File: src/hdl/hot_swap_consts.vh
// constants for the four-port hot-swap fault and status logic
// assumes a 10 MHz system clock and an oscillator tick of one per 6.4 ms unit
`ifndef HOT_SWAP_CONSTS_VH
`define HOT_SWAP_CONSTS_VH
`define CLK_PERIOD_NS         100
// overload time unit, open-circuit delay and detector arm delay in microseconds
`define OVL_UNIT_US           6400
`define OPEN_DELAY_US         25600
`define ARM_DELAY_US          900000
// open delay and arm delay in overload-time units
`define OPEN_DELAY_UNITS      4
`define ARM_DELAY_UNITS       141
// overload time select range, in units of 6.4 ms (1 to 20)
`define OVL_SEL_MIN           5'h01
`define OVL_SEL_MAX           5'h14
// retry multipliers
`define RETRY_MULT_LOW        7'h63
`define RETRY_MULT_HIGH       7'h31
`define RETRY_MULT_OPEN       7'h18
// duty select encodings
`define DUTY_LOW              2'h0
`define DUTY_HIGH             2'h1
`define DUTY_OPEN             2'h2
`define NUM_PORTS             4
`endif

File: src/hdl/hot_swap_fault_status_logic.v
// four-port hot-swap fault latching, retry scheduling and status mux
// assumes comparator inputs and host controls are synchronous to sys_clk_i
`timescale 1ns/1ps
`include "hot_swap_consts.vh"
module hot_swap_fault_status_logic
(
   input  wire       sys_clk_i,
   input  wire       rst_n_i,
   input  wire       osc_tick_i,          // one-cycle pulse every 6.4 ms unit
   input  wire       uvlo_i,              // supply below lockout threshold
   input  wire [3:0] port_on_i,
   input  wire [3:0] current_limit_i,
   input  wire [3:0] switch_full_on_i,    // switch drop within the full-on limit
   input  wire [3:0] low_current_i,       // current under open-circuit threshold
   input  wire       status_select_i,
   input  wire       open_detect_enable_i,
   input  wire       auto_retry_enable_i,
   input  wire [1:0] duty_select_i,
   input  wire [4:0] overload_time_i,     // units of 6.4 ms
   output reg  [3:0] gate_enable_o,
   output reg  [3:0] status_o,
   output reg  [3:0] port_open_flag_o,
   output reg        fault_n_o
);

   // operating outline, one copy per port:
   // off: switch open, waiting for the host on input
   // off with the off-time running: host requests are ignored
   // on: switch closed, overload and open timers watch the port
   // overload latch: limit outlasted the overload time
   // open latch: low current outlasted the open delay
   // either latch pulls the shared fault low while it persists
   //
   // timing:
   // all timers count oscillator ticks, not system clocks
   // a tick is a single-clock pulse, one per overload unit
   // the first tick after a timer starts may come at once
   // so the open delay and the off-time may be up to one unit short; the overload trip may be up to one unit long
   // a finer time base would cost a wider counter per port
   //
   // overload timer:
   // counts only while the port is limiting without a break
   // a clock without limit clears it; a limit clock also disarms the open detector, so the open timer cannot carry the count on
   // trip needs the count to exceed the selected units
   // the selection is clamped, so zero still gives one unit
   //
   // open detector:
   // disarmed at every turn-on and whenever power is not good
   // armed once good power has lasted the arm delay
   // the arm counter saturates to keep it from wrapping
   // open delay is a fixed count of ticks, not of overload units
   // an enable dropped mid-count restarts the open timer
   //
   // off-time:
   // starts at either latch and runs in ticks
   // its length is the retry multiplier times the overload units
   // the multiplier is read live, so a duty change takes effect at once
   // the product is sized for the largest multiplier and units
   // a host toggle clears the latch but not the off-time
   // so a port cannot be hammered back on into a short
   //
   // auto-retry:
   // only an overload latch restarts by itself
   // an open latch always waits for the host
   // retry also waits for the host on input to be high
   // with retry off the latch holds until the host drops on
   //
   // host clear:
   // a low on input is remembered while latched
   // the latch releases on the clock after that
   // so a one-clock low pulse is enough to clear
   // restart then waits for on high and the off-time to end
   //
   // status mux:
   // select high shows power good: switch on, full on, not limiting
   // select low shows the open latch, gated by the detector enable
   // both use the next state, so status moves with the gate
   // status is registered, so it trails the comparators by a clock
   //
   // fault output:
   // any latched port holds it low
   // undervoltage forces it low as well
   // it trails the port latch by one clock
   // reset, or no latched port and no undervoltage, releases it high
   //
   // undervoltage:
   // treated like reset for every port register
   // all gates open at once, no off-time survives it
   // a port whose host on input is still high powers up again after recovery
   //
   // limitations:
   // comparator inputs must already be synchronous to the clock
   // relay sequencing and analog limiting sit outside this block
   // the retry duty is approximate because of tick quantisation
   //
   // outputs:
   // every port output comes from its own register bit
   // the four port copies share only the clamp, the multiplier and their off-time product

   // clamp the overload selection into its legal range
   wire [4:0] ovl_units = (overload_time_i < `OVL_SEL_MIN) ? `OVL_SEL_MIN :
                         (overload_time_i > `OVL_SEL_MAX) ? `OVL_SEL_MAX : overload_time_i;

   // retry multiplier from the coded duty select
   reg [6:0] retry_mult;
   always @*
   begin
      case (duty_select_i)
         `DUTY_LOW:  retry_mult = `RETRY_MULT_LOW;
         `DUTY_HIGH: retry_mult = `RETRY_MULT_HIGH;
         default:    retry_mult = `RETRY_MULT_OPEN;
      endcase
   end

   // off-time in ticks; at most 99 x 20 fits in twelve bits
   wire [11:0] retry_ticks = retry_mult * {7'h00, ovl_units};

   localparam ST_OFF   = 2'h0;
   localparam ST_ON    = 2'h1;
   localparam ST_OVL   = 2'h2;
   localparam ST_OPEN  = 2'h3;

   wire [3:0] latched;

   genvar g;
   generate
      for (g = 0; g < `NUM_PORTS; g = g + 1)
      begin : port
         reg  [1:0]  state_ff;
         reg  [1:0]  nxt_state;
         reg  [11:0] cnt_ff;        // tick counter shared by the active timer
         reg  [11:0] nxt_cnt;
         reg  [7:0]  arm_ff;        // ticks of good power since turn-on
         reg  [7:0]  nxt_arm;
         reg         wait_ff;       // retry off-time still running
         reg         nxt_wait;
         reg         seen_low_ff;   // on input dropped while latched
         reg         nxt_seen_low;
         wire        good = switch_full_on_i[g] & ~current_limit_i[g];
         wire        armed = (arm_ff >= `ARM_DELAY_UNITS);

         // per-port state machine
         always @*
         begin
            nxt_state    = state_ff;
            nxt_cnt      = cnt_ff;
            nxt_arm      = arm_ff;
            nxt_wait     = wait_ff;
            nxt_seen_low = seen_low_ff;
            case (state_ff)
               ST_OFF:
               begin
                  nxt_arm = 8'h00;
                  if (wait_ff)
                  begin
                     // the off-time keeps running even if the host toggles
                     if (osc_tick_i)
                        nxt_cnt = cnt_ff + 12'h001;
                     if (cnt_ff >= retry_ticks)
                        nxt_wait = 1'b0;
                  end
                  else if (port_on_i[g])
                  begin
                     nxt_state = ST_ON;
                     nxt_cnt   = 12'h000;
                  end
               end
               ST_ON:
               begin
                  if (!port_on_i[g])
                     nxt_state = ST_OFF;
                  else if (current_limit_i[g])
                  begin
                     // limit time counted only while limiting continuously
                     if (osc_tick_i)
                        nxt_cnt = cnt_ff + 12'h001;
                     if (cnt_ff > {7'h00, ovl_units})
                     begin
                        nxt_state    = ST_OVL;
                        nxt_cnt      = 12'h000;
                        nxt_wait     = 1'b1;
                        nxt_seen_low = 1'b0;
                     end
                  end
                  else if (open_detect_enable_i && armed && low_current_i[g])
                  begin
                     if (osc_tick_i)
                        nxt_cnt = cnt_ff + 12'h001;
                     if (cnt_ff >= `OPEN_DELAY_UNITS)
                     begin
                        nxt_state    = ST_OPEN;
                        nxt_cnt      = 12'h000;
                        nxt_wait     = 1'b1;
                        nxt_seen_low = 1'b0;
                     end
                  end
                  else
                     nxt_cnt = 12'h000;
                  // arm the open detector after good power persists
                  if (!good)
                     nxt_arm = 8'h00;
                  else if (osc_tick_i && !armed)
                     nxt_arm = arm_ff + 8'h01;
               end
               default:
               begin
                  // latched: the off-time runs regardless of the host
                  if (wait_ff && osc_tick_i)
                     nxt_cnt = cnt_ff + 12'h001;
                  if (wait_ff && cnt_ff >= retry_ticks)
                     nxt_wait = 1'b0;
                  if (!port_on_i[g])
                     nxt_seen_low = 1'b1;
                  if (state_ff == ST_OVL && auto_retry_enable_i && !wait_ff && port_on_i[g])
                  begin
                     nxt_state = ST_ON;
                     nxt_cnt   = 12'h000;
                  end
                  else if (seen_low_ff)
                  begin
                     // clear the latch; off-time still gates the restart
                     nxt_state    = ST_OFF;
                     nxt_seen_low = 1'b0;
                  end
                  // otherwise the latch holds: no auto-retry
               end
            endcase
         end

         // state registers; undervoltage acts like reset
         always @(posedge sys_clk_i)
         begin
            if (!rst_n_i || uvlo_i)
            begin
               state_ff    <= ST_OFF;
               cnt_ff      <= 12'h000;
               arm_ff      <= 8'h00;
               wait_ff     <= 1'b0;
               seen_low_ff <= 1'b0;
            end
            else
            begin
               state_ff    <= nxt_state;
               cnt_ff      <= nxt_cnt;
               arm_ff      <= nxt_arm;
               wait_ff     <= nxt_wait;
               seen_low_ff <= nxt_seen_low;
            end
         end

         assign latched[g] = state_ff[1];

         // registered outputs; gate, status and open flag cleared during undervoltage
         always @(posedge sys_clk_i)
         begin
            if (!rst_n_i || uvlo_i)
            begin
               gate_enable_o[g]    <= 1'b0;
               status_o[g]         <= 1'b0;
               port_open_flag_o[g] <= 1'b0;
            end
            else
            begin
               gate_enable_o[g]    <= (nxt_state == ST_ON);
               port_open_flag_o[g] <= (nxt_state == ST_OPEN);
               if (status_select_i)
                  status_o[g] <= (nxt_state == ST_ON) & good;
               else
                  status_o[g] <= open_detect_enable_i & (nxt_state == ST_OPEN);
            end
         end
      end
   endgenerate

   // shared fault; low during undervoltage as well
   always @(posedge sys_clk_i)
   begin
      if (!rst_n_i)
         fault_n_o <= 1'b1;
      else
         fault_n_o <= ~(uvlo_i | (|latched));
   end

endmodule

File: config.mk
export PLATFORM = sky130hd
export DESIGN_NAME = hot_swap_fault_status_logic
export DESIGN_NICKNAME = d
export VERILOG_FILES = /design/src/hdl/hot_swap_fault_status_logic.v
export VERILOG_INCLUDE_DIRS = /design/src /design/src/hdl
export SDC_FILE = /design/constraint.sdc
export NUM_CORES = 1
export LEC_CHECK = 0
export ABC_CLOCK_PERIOD_IN_PS = 8800
export BUFFER_PORTS_ARGS = -buffer_cell sky130_fd_sc_hd__clkbuf_2
export CAP_MARGIN = 20
export CORE_ASPECT_RATIO = 1.25
export CORE_MARGIN = 1.5
export CORE_UTILIZATION = 45
export DETAILED_ROUTE_END_ITERATION = 12
export PLACE_DENSITY = 0.73
export SYNTH_ARGS = -nofsm -noshare
export SYNTH_HDL_FRONTEND = slang
export SYNTH_SLANG_ARGS = --single-unit
File: constraint.sdc
create_clock -name sys_clk_i -period 8.8 [get_ports sys_clk_i]
set_input_delay 0 -clock sys_clk_i [delete_from_list [all_inputs] [get_ports sys_clk_i]]
set_output_delay 0 -clock sys_clk_i [all_outputs]
set_load 0.01 [all_outputs]
==> out/summary.txt, run 1 <==
Status = completed
Synth top area cells = dfxtp_1, ha_1, nor2_1, nand2_1, o21ai_0
Synth Instances = 1015
Peak supply drop = 126.4 uV
Root buf cell = clkbuf_16
NetSw = 0.3450 mW
Post-CTS Setup Repair Bufs = 0
Share of cells above drive strength 1 = 7.736%
Iteration-0 DRC Markers = 522
Startpoint types = primary input
Seq cells post-synth = 109
Clock Power Share = 37.9%
Clock Sinks = 109
Total negative slack = 0 ps
Required time of the critical path = 9060 ps
Post-route DRC = 0
# rows = 54
RSZ-0062 raised after global routing = false
Vias in the first global route = 7138
Worst Clk Skew = 6.608 ps
Worst Path Max Fanout = 9
Diodes inserted = 0
Via Count = 7560
Max_slew headroom = 38.34%
Chip Width = 123.0 um
Leak = 3.636 nW
Worst path max stage delay = 520 ps
Final hold violation count = 0
First-pass GRT wire length = 34150 um
Post-synth net total = 1152
CP Cell Sequence = clkbuf_2 -> inv_1 -> nand2_1 -> or2_2 -> fa_1 -> inv_1 -> fa_1 -> ha_1 -> ha_1 -> nand3_1 -> o211ai_1 -> nor2_1 -> xor2_1 -> ha_1 -> and4_1 -> a221oi_1 -> o21ai_1 -> a31o_2 -> maj3_1 -> maj3_1 -> maj3_1 -> a221oi_1
Post-synth EDFFs = 0
Critical Path AT = 5970 ps
Clock latency on the worst-skew pair = 360 ps
Inst Count DP = 1263
Largest net degree at the start of global routing = 36
Switch share = 30.13%
Core box area = 17570 um^2
Critical R2R Capture = port[3].wait_ff$_SDFFE_PP0P_
Vias per Instance = 5.888
Worst-margin pin slew = 925.0 ps
WP buf/inv = 3
Most frequent cells in the layout = nor2_1, dfxtp_1, ha_1
Final cell count without fillers = 1284
R2R cell count = 9
Grt met1 use = 28.99%
GRT Total Usage = 22.43%
Slowest cell on the critical path = fa_1
Synth Flop Type = dfxtp_1
Global placer's final weighted congestion = 0.9016
TritonCTS Buffers = 9
Seq pwr share = 43.4%
Initial antenna violation count = 0
Detail Route Antenna Nets = 0
PortBufs = 42
DIE AREA = 18810 um^2
CP top delay family = adder cells
Period utilisation layout = 64.83%
Initial Utilization = 46.09%
DRT Wirelength = 20440 um
Dpl hpwl = 15360 um
CTS tree = yes
Grt total ovfl = 0
Min-Delay Endpoint = status_o[1]$_SDFF_PP0_
WL/cell = 15.92 um
Max-slew violation count = 0
Power share of the combinational group = 18.7%
Area Overhead vs Synth = 9.952%
Synth cell types = 68
Crit path time final = 5705 ps
CTS H-tree lvls = 3
Synth top area share = 26.95%
Post-Syn Area = 8097 um^2
CTS clock-pin slew for the worst setup and hold paths = 80 ps
Met3 Usage GRT = 3.433%
Max-cap viol count = 0
Gr busiest metal = met2
I/O pin count = 43
Die height = 153.0 um
Register-to-Register Setup Slack = 5800 ps
Fmax = 175.3 MHz
Syn avg cell area = 7.977 um^2
Final setup viols = 0
Worst Setup Path Type = primary input to flop
Cell internal pwr = 0.7998 mW
Post-synthesis sequential area ratio = 26.95%
Synth area leader = dfxtp_1
DRT Pass-1 Iters = 5
Hold Crit Start = current_limit_i[1]
Startpoint of the worst register-to-register path = port[3].cnt_ff[5]$_SDFFE_PP0P_
Leading cell type in the layout, fill and taps excluded = nor2_1
Met2 usage in global routing = 37.62%
Max clock buf depth = 2
Async SR Flop Fraction = 0%
Class of the worst hold path = primary input to flop
Yosys Warn Count = 0
Cell area power density = 128.6 nW/um^2
Setup crit end kind = flop
Nets = 1192
Worst hold stages = 3
## layer usage
metal	vias to the layer above	share of wire [%]
met5	-	0
met4	0	2.2
met3	40	4.8
met2	197	49
met1	3527	44
li1	3796	-
## through the flow
stage                     util, %  setup WS [ps]  cell area, um^2  power [mW]  hold slack, ps
final                       50.68           3095             8902       1.145           17.15
after global routing        50.68           2730             8902       1.204           24.03
after CTS                   50.68           3059             8902       1.155           10.39
after detailed placement    48.59           2698             8536      0.7188           192.8
after global placement      48.59           2917             8536      0.7103           192.6
after floorplan                 -           3575             8097      0.6531           76.23
## worst max path at each step
stage	startpoint	slack, ps	cells after the start	end
2_1_floorplan	overload_time_i[4]	3580	21	port[3].wait_ff$_SDFFE_PP0P_
3_3_place_gp	overload_time_i[4]	2920	22	port[3].wait_ff$_SDFFE_PP0P_
3_5_place_dp	overload_time_i[3]	2700	22	port[3].wait_ff$_SDFFE_PP0P_
4_1_cts	overload_time_i[3]	3060	22	port[3].wait_ff$_SDFFE_PP0P_
5_1_grt	overload_time_i[3]	2730	22	port[3].wait_ff$_SDFFE_PP0P_
6_report	overload_time_i[4]	3090	22	port[3].wait_ff$_SDFFE_PP0P_
## synth_stat cells (all sizes together), types with 4 or more instances
| cell | count |
|---|---|
| a31oi | 26 |
| o21a | 14 |
| a221oi | 5 |
| o22ai | 6 |
| fa | 10 |
| and2 | 7 |
| a21oi | 51 |
| nand2 | 89 |
| nand2b | 12 |
| o41ai | 4 |
| and4 | 6 |
| xnor2 | 11 |
| nand3 | 42 |
| o211ai | 9 |
| a41oi | 6 |
| a22oi | 6 |
| o21bai | 5 |
| a32oi | 6 |
| or3 | 6 |
| buf | 4 |
| maj3 | 12 |
| nor3 | 36 |
| nor2 | 113 |
| or4 | 7 |
| inv | 67 |
| or2 | 9 |
| xor2 | 20 |
| nor2b | 16 |
| a32o | 4 |
| ha | 97 |
| nor4 | 5 |
| o31ai | 6 |
| clkbuf | 18 |
| a211oi | 13 |
| a21o | 8 |
| nor3b | 8 |
| and3 | 23 |
| o21ai | 70 |
| nand4 | 12 |
| dfxtp | 109 |
| a311oi | 6 |
## power groups by stage
stage	Sequential [mW]	Combinational, mW	Clock (mW)
3_5_place_dp	0.509	0.210	0
4_1_cts	0.497	0.214	0.445
6_report	0.497	0.214	0.434
3_3_place_gp	0.508	0.202	0
5_1_grt	0.497	0.243	0.464
2_1_floorplan	0.509	0.144	0
## worst register-to-register path: stages (launching register included)
cell	delay [ps]
dfxtp_1	500
ha_1	300
and4_1	220
a221oi_1	220
o21ai_1	100
a31o_2	220
maj3_1	360
maj3_1	370
maj3_1	370
a221oi_1	240
## repair_timing
action | CTS | global route
hold endpoints to repair | 4 | 0
hold buffers | 5 | 0
gates resized for setup | 0 | 0
## layout make-up
| type | instances | area, um^2 |
|---|---|---|
| inverter | 67 | 251.5 |
| multi-input combinational | 817 | 5582 |
| tap | 224 | 280.3 |
| clock inverter | 7 | 91.34 |
| timing repair buffer | 51 | 290.3 |
| fill | 1732 | 8665 |
| clock buffer | 9 | 225.2 |
| sequential | 109 | 2182 |
## state kept, by name, indices dropped and copies added (netlist names)
name	flops
port.cnt_ff	48
port.arm_ff	32
port.state_ff	8
gate_enable_o	4
port.seen_low_ff	4
port.wait_ff	4
port_open_flag_o	4
status_o	4
fault_n_o	1
## cells by family after synthesis
group	Yosys count	share of synthesized area (%)
and+or+nand+nor	400	24.37
AOI/OAI and AO/OA	264	21.87
adders and majority gates	119	18.95
DFF	109	26.95
buffers and inverters	89	4.141
xor gates and xnor gates	31	3.353
muxes	3	0.3709
(Power assumes the default switching activity.)
==> run 2, diff against run 1 <==
ABC_AREA = 1   (was default)
ABC_CLOCK_PERIOD_IN_PS = 5180   (was 8800)
PLACE_DENSITY = 0.75   (was 0.73)
clock period = 5.18 ns   (was 8.8 ns; I/O delays follow)
==> run 2 against run 1 <==
Effect of this change: die area grew 24%; sequential share of layout area down 4.2 points; cell count rose by 48%.
==> out/summary.txt, run 2 <==
WL/cell = 13.95 um (was 15.92 um)
Post-route DRC = 0 (unchanged)
Startpoint of the worst register-to-register path = port[3].cnt_ff[2]$_SDFFE_PP0P_ (was port[3].cnt_ff[5]$_SDFFE_PP0P_)
I/O pin count = 43 (unchanged)
Dpl hpwl = 19990 um (was 15360 um)
Post-CTS Resized = 0 (unchanged)
# rows = 61 (was 54)
Max_slew headroom = 32.20% (was 38.34%)
Slowest cell on the critical path = fa_1 (unchanged)
Initial antenna violation count = 0 (unchanged)
CTS H-tree lvls = 3 (unchanged)
R2R cell count = 11 (was 9)
Top flop regs = port.cnt_ff x48, port.arm_ff x32, port.state_ff x8 (unchanged)
Worst Path Max Fanout = 10 (was 9)
Syn avg cell area = 6.333 um^2 (was 7.977 um^2)
Period utilisation layout = 78.86%
Final cell count without fillers = 1894 (was 1284)
Status = completed (unchanged)
Most frequent cells in the layout = nand2_1, inv_1, nor2_1 (was nor2_1, dfxtp_1, ha_1)
Post-synth EDFFs = 0 (unchanged)
RSZ-0062 raised after global routing = false (unchanged)
WP buf/inv = 4 (was 3)
Cell area power density = 198.2 nW/um^2 (was 128.6 nW/um^2)
Diodes inserted = 0 (unchanged)
CTS clock-pin slew for the worst setup and hold paths = 70 ps (was 80 ps)
CP top delay family = adder cells (unchanged)
Post-synth net total = 1726 (was 1152)
Register area = 2182 um^2 (unchanged)
Register-to-Register Setup Slack = 2720 ps (was 5800 ps)
Required time of the critical path = 5460 ps (was 9060 ps)
Synth cell types = 57 (was 68)
Post-Syn Area = 10060 um^2 (was 8097 um^2)
Yosys Warn Count = 0 (unchanged)
Synth Instances = 1589 (was 1015)
Die height = 170.2 um (was 153.0 um)
Critical Path Stages = 25 (was 22)
Max reg flops = 48 (unchanged)
Synth area leader = dfxtp_1 (unchanged)
Total negative slack = 0 ps (unchanged)
Max-cap viol count = 0 (unchanged)
DRT Wirelength = 26430 um (was 20440 um)
Hold Crit Start = switch_full_on_i[1] (was current_limit_i[1])
Post-CTS Setup Repair Bufs = 0 (unchanged)
Seq cells post-synth = 109 (unchanged)
Global placer's final weighted congestion = 0.8957 (was 0.9016)
Clock latency on the worst-skew pair = 360 ps (about the same)
Commonest cells post-synth = nand2_1, inv_1, nor2_1, nand3_1, a21oi_1 (was nor2_1, dfxtp_1, ha_1, nand2_1, inv_1)
Worst path max stage delay = 540 ps (was 520 ps)
Top reg by flops = port.cnt_ff (unchanged)
Top-count cell post-synth = nand2_1 (was nor2_1)
Clock Sinks = 109 (unchanged)
First-pass GRT wire length = 44600 um (was 34150 um)
Largest net degree at the start of global routing = 63 (was 36)
Share of cells above drive strength 1 = 7.697% (was 7.736%)
Synth top area share = 21.68% (was 26.95%)
Setup crit end kind = flop (unchanged)
Via Count = 10257 (was 7560)
Most used cell along the critical path = nand2_1
Leading cell type in the layout, fill and taps excluded = nand2_1 (was nor2_1)
DRT Pass-1 Iters = 8 (was 5)
Peak supply drop = 165.8 uV (was 126.4 uV)
Final setup viols = 0 (unchanged)
Initial Utilization = 45.47% (was 46.09%)
PortBufs = 42 (unchanged)
Critical Path AT = 4370 ps (was 5970 ps)
Core box area = 22130 um^2 (was 17570 um^2)
Inst Count DP = 1876 (was 1263)
Layout fillers = 2261 (was 1732)
CTS tree = yes (unchanged)
Synth Flop Type = dfxtp_1 (unchanged)
Multi-input logic area = 6701 um^2 (was 5582 um^2)
Synth top area cells = dfxtp_1, nand2_1, ha_1, inv_1, nand3_1 (was dfxtp_1, ha_1, nor2_1, nand2_1, o21ai_0)
Worst hold stages = 5 (was 3)
Area Overhead vs Synth = 6.726% (was 9.952%)
Root buf cell = clkbuf_16 (unchanged)
Hold-fix buffers, CTS = 3 (was 5)
Fmax = 244.8 MHz
Iteration-0 DRC Markers = 850 (was 522)
GRT Total Usage = 23.42% (was 22.43%)
Worst-margin pin slew = 1013 ps (was 925.0 ps)
Nets = 1744 (was 1192)
TritonCTS Buffers = 9 (unchanged)
Grt total ovfl = 0 (unchanged)
Leak = 5.176 nW (was 3.636 nW)
Critical R2R Capture = port[3].seen_low_ff$_SDFFE_PP0P_ (was port[3].wait_ff$_SDFFE_PP0P_)
Vias per Instance = 5.416 (was 5.888)
Worst Setup Path Type = primary input to flop (unchanged)
Startpoint types = primary input (unchanged)
Async SR Flop Fraction = 0% (unchanged)
Worst Clk Skew = 11.95 ps (was 6.608 ps)
Max-slew violation count = 0 (unchanged)
Post-synthesis sequential area ratio = 21.68% (was 26.95%)
Chip Width = 136.8 um (was 123.0 um)
Max clock buf depth = 2 (unchanged)
Crit path time final = 4085 ps
Class of the worst hold path = primary input to flop (unchanged)
DIE AREA = 23280 um^2 (was 18810 um^2)
Final hold violation count = 0 (unchanged)
Min-Delay Endpoint = status_o[1]$_SDFF_PP0_ (unchanged)
Vias in the first global route = 9587 (was 7138)
Detail Route Antenna Nets = 0 (unchanged)
run 2: cells by family after synthesis:
| kind of cell | count (synthesis) | share of synthesized area [%] |
|---|---|---|
| adders and majority gates | 107 | 14.05 |
| and+or+nand+nor | 762 | 33.38 |
| DFF | 109 | 21.68 |
| xor gates and xnor gates | 35 | 3.046 |
| buffers and inverters | 295 | 11.80 |
| AOI/OAI and AO/OA | 281 | 16.04 |
run 2: layer usage:
| layer | wire (um) | global-route usage, % | vias up | share of wire [%] |
|---|---|---|---|---|
| met2 | 12360 | 39.02 | 322 | 47 |
| met4 | 605 | 7.956 | 0 | 2.3 |
| met5 | 0 | 0 | - | 0 |
| met1 | 11990 | 30.89 | 4643 | 45 |
| li1 | - | - | 5249 | - |
| met3 | 1474 | 3.098 | 43 | 5.6 |
run 2: worst min-delay path: stages:
cell and delay (ps):
clkbuf_2 80, inv_1 60, nor3_1 50, nand3_1 70, a21oi_1 60
run 2: cell type report:
cell class	count	area share (%)
Sequential cell	109	20.32
Clock inverter	5	0.3378
Tap cell	283	3.297
Inverter	253	8.912
Timing Repair Buffer	49	2.516
Clock buffer	10	2.225
Multi-Input combinational cell	1185	62.40
run 2: worst max path at each step:
stage	startpoint	endpoint	slack, ps
floorplan	duty_select_i[1]	port[2].wait_ff$_SDFFE_PP0P_	1340
global placement	duty_select_i[1]	port[1].wait_ff$_SDFFE_PP0P_	970
detailed placement	duty_select_i[1]	port[3].wait_ff$_SDFFE_PP0P_	780
CTS	duty_select_i[1]	port[3].wait_ff$_SDFFE_PP0P_	1110
global route	duty_select_i[1]	port[3].wait_ff$_SDFFE_PP0P_	690
finish	duty_select_i[1]	port[0].wait_ff$_SDFFE_PP0P_	1100
run 2: power by group:
part / switching [mW] / internal, mW / leakage, nW
clock: 0.324 / 0.338 / 0.127
combinational: 0.387 / 0.196 / 4.16
sequential: 0.0290 / 0.855 / 0.884
run 2: through the flow:
step / worst slack, ps / instance area (um^2) / hold WS, ps / power (mW) / utilization [%]
after CTS: 1112 / 10740 / 5.481 / 2.140 / 48.52
after floorplan: 1335 / 10060 / 76.23 / 1.330 / -
after global routing: 686.4 / 10740 / 44.46 / 2.269 / 48.52
final: 1095 / 10740 / 8.626 / 2.129 / 48.52
after global placement: 965.9 / 10440 / 179.1 / 1.460 / 47.15
after detailed placement: 784.8 / 10440 / 190.3 / 1.476 / 47.15
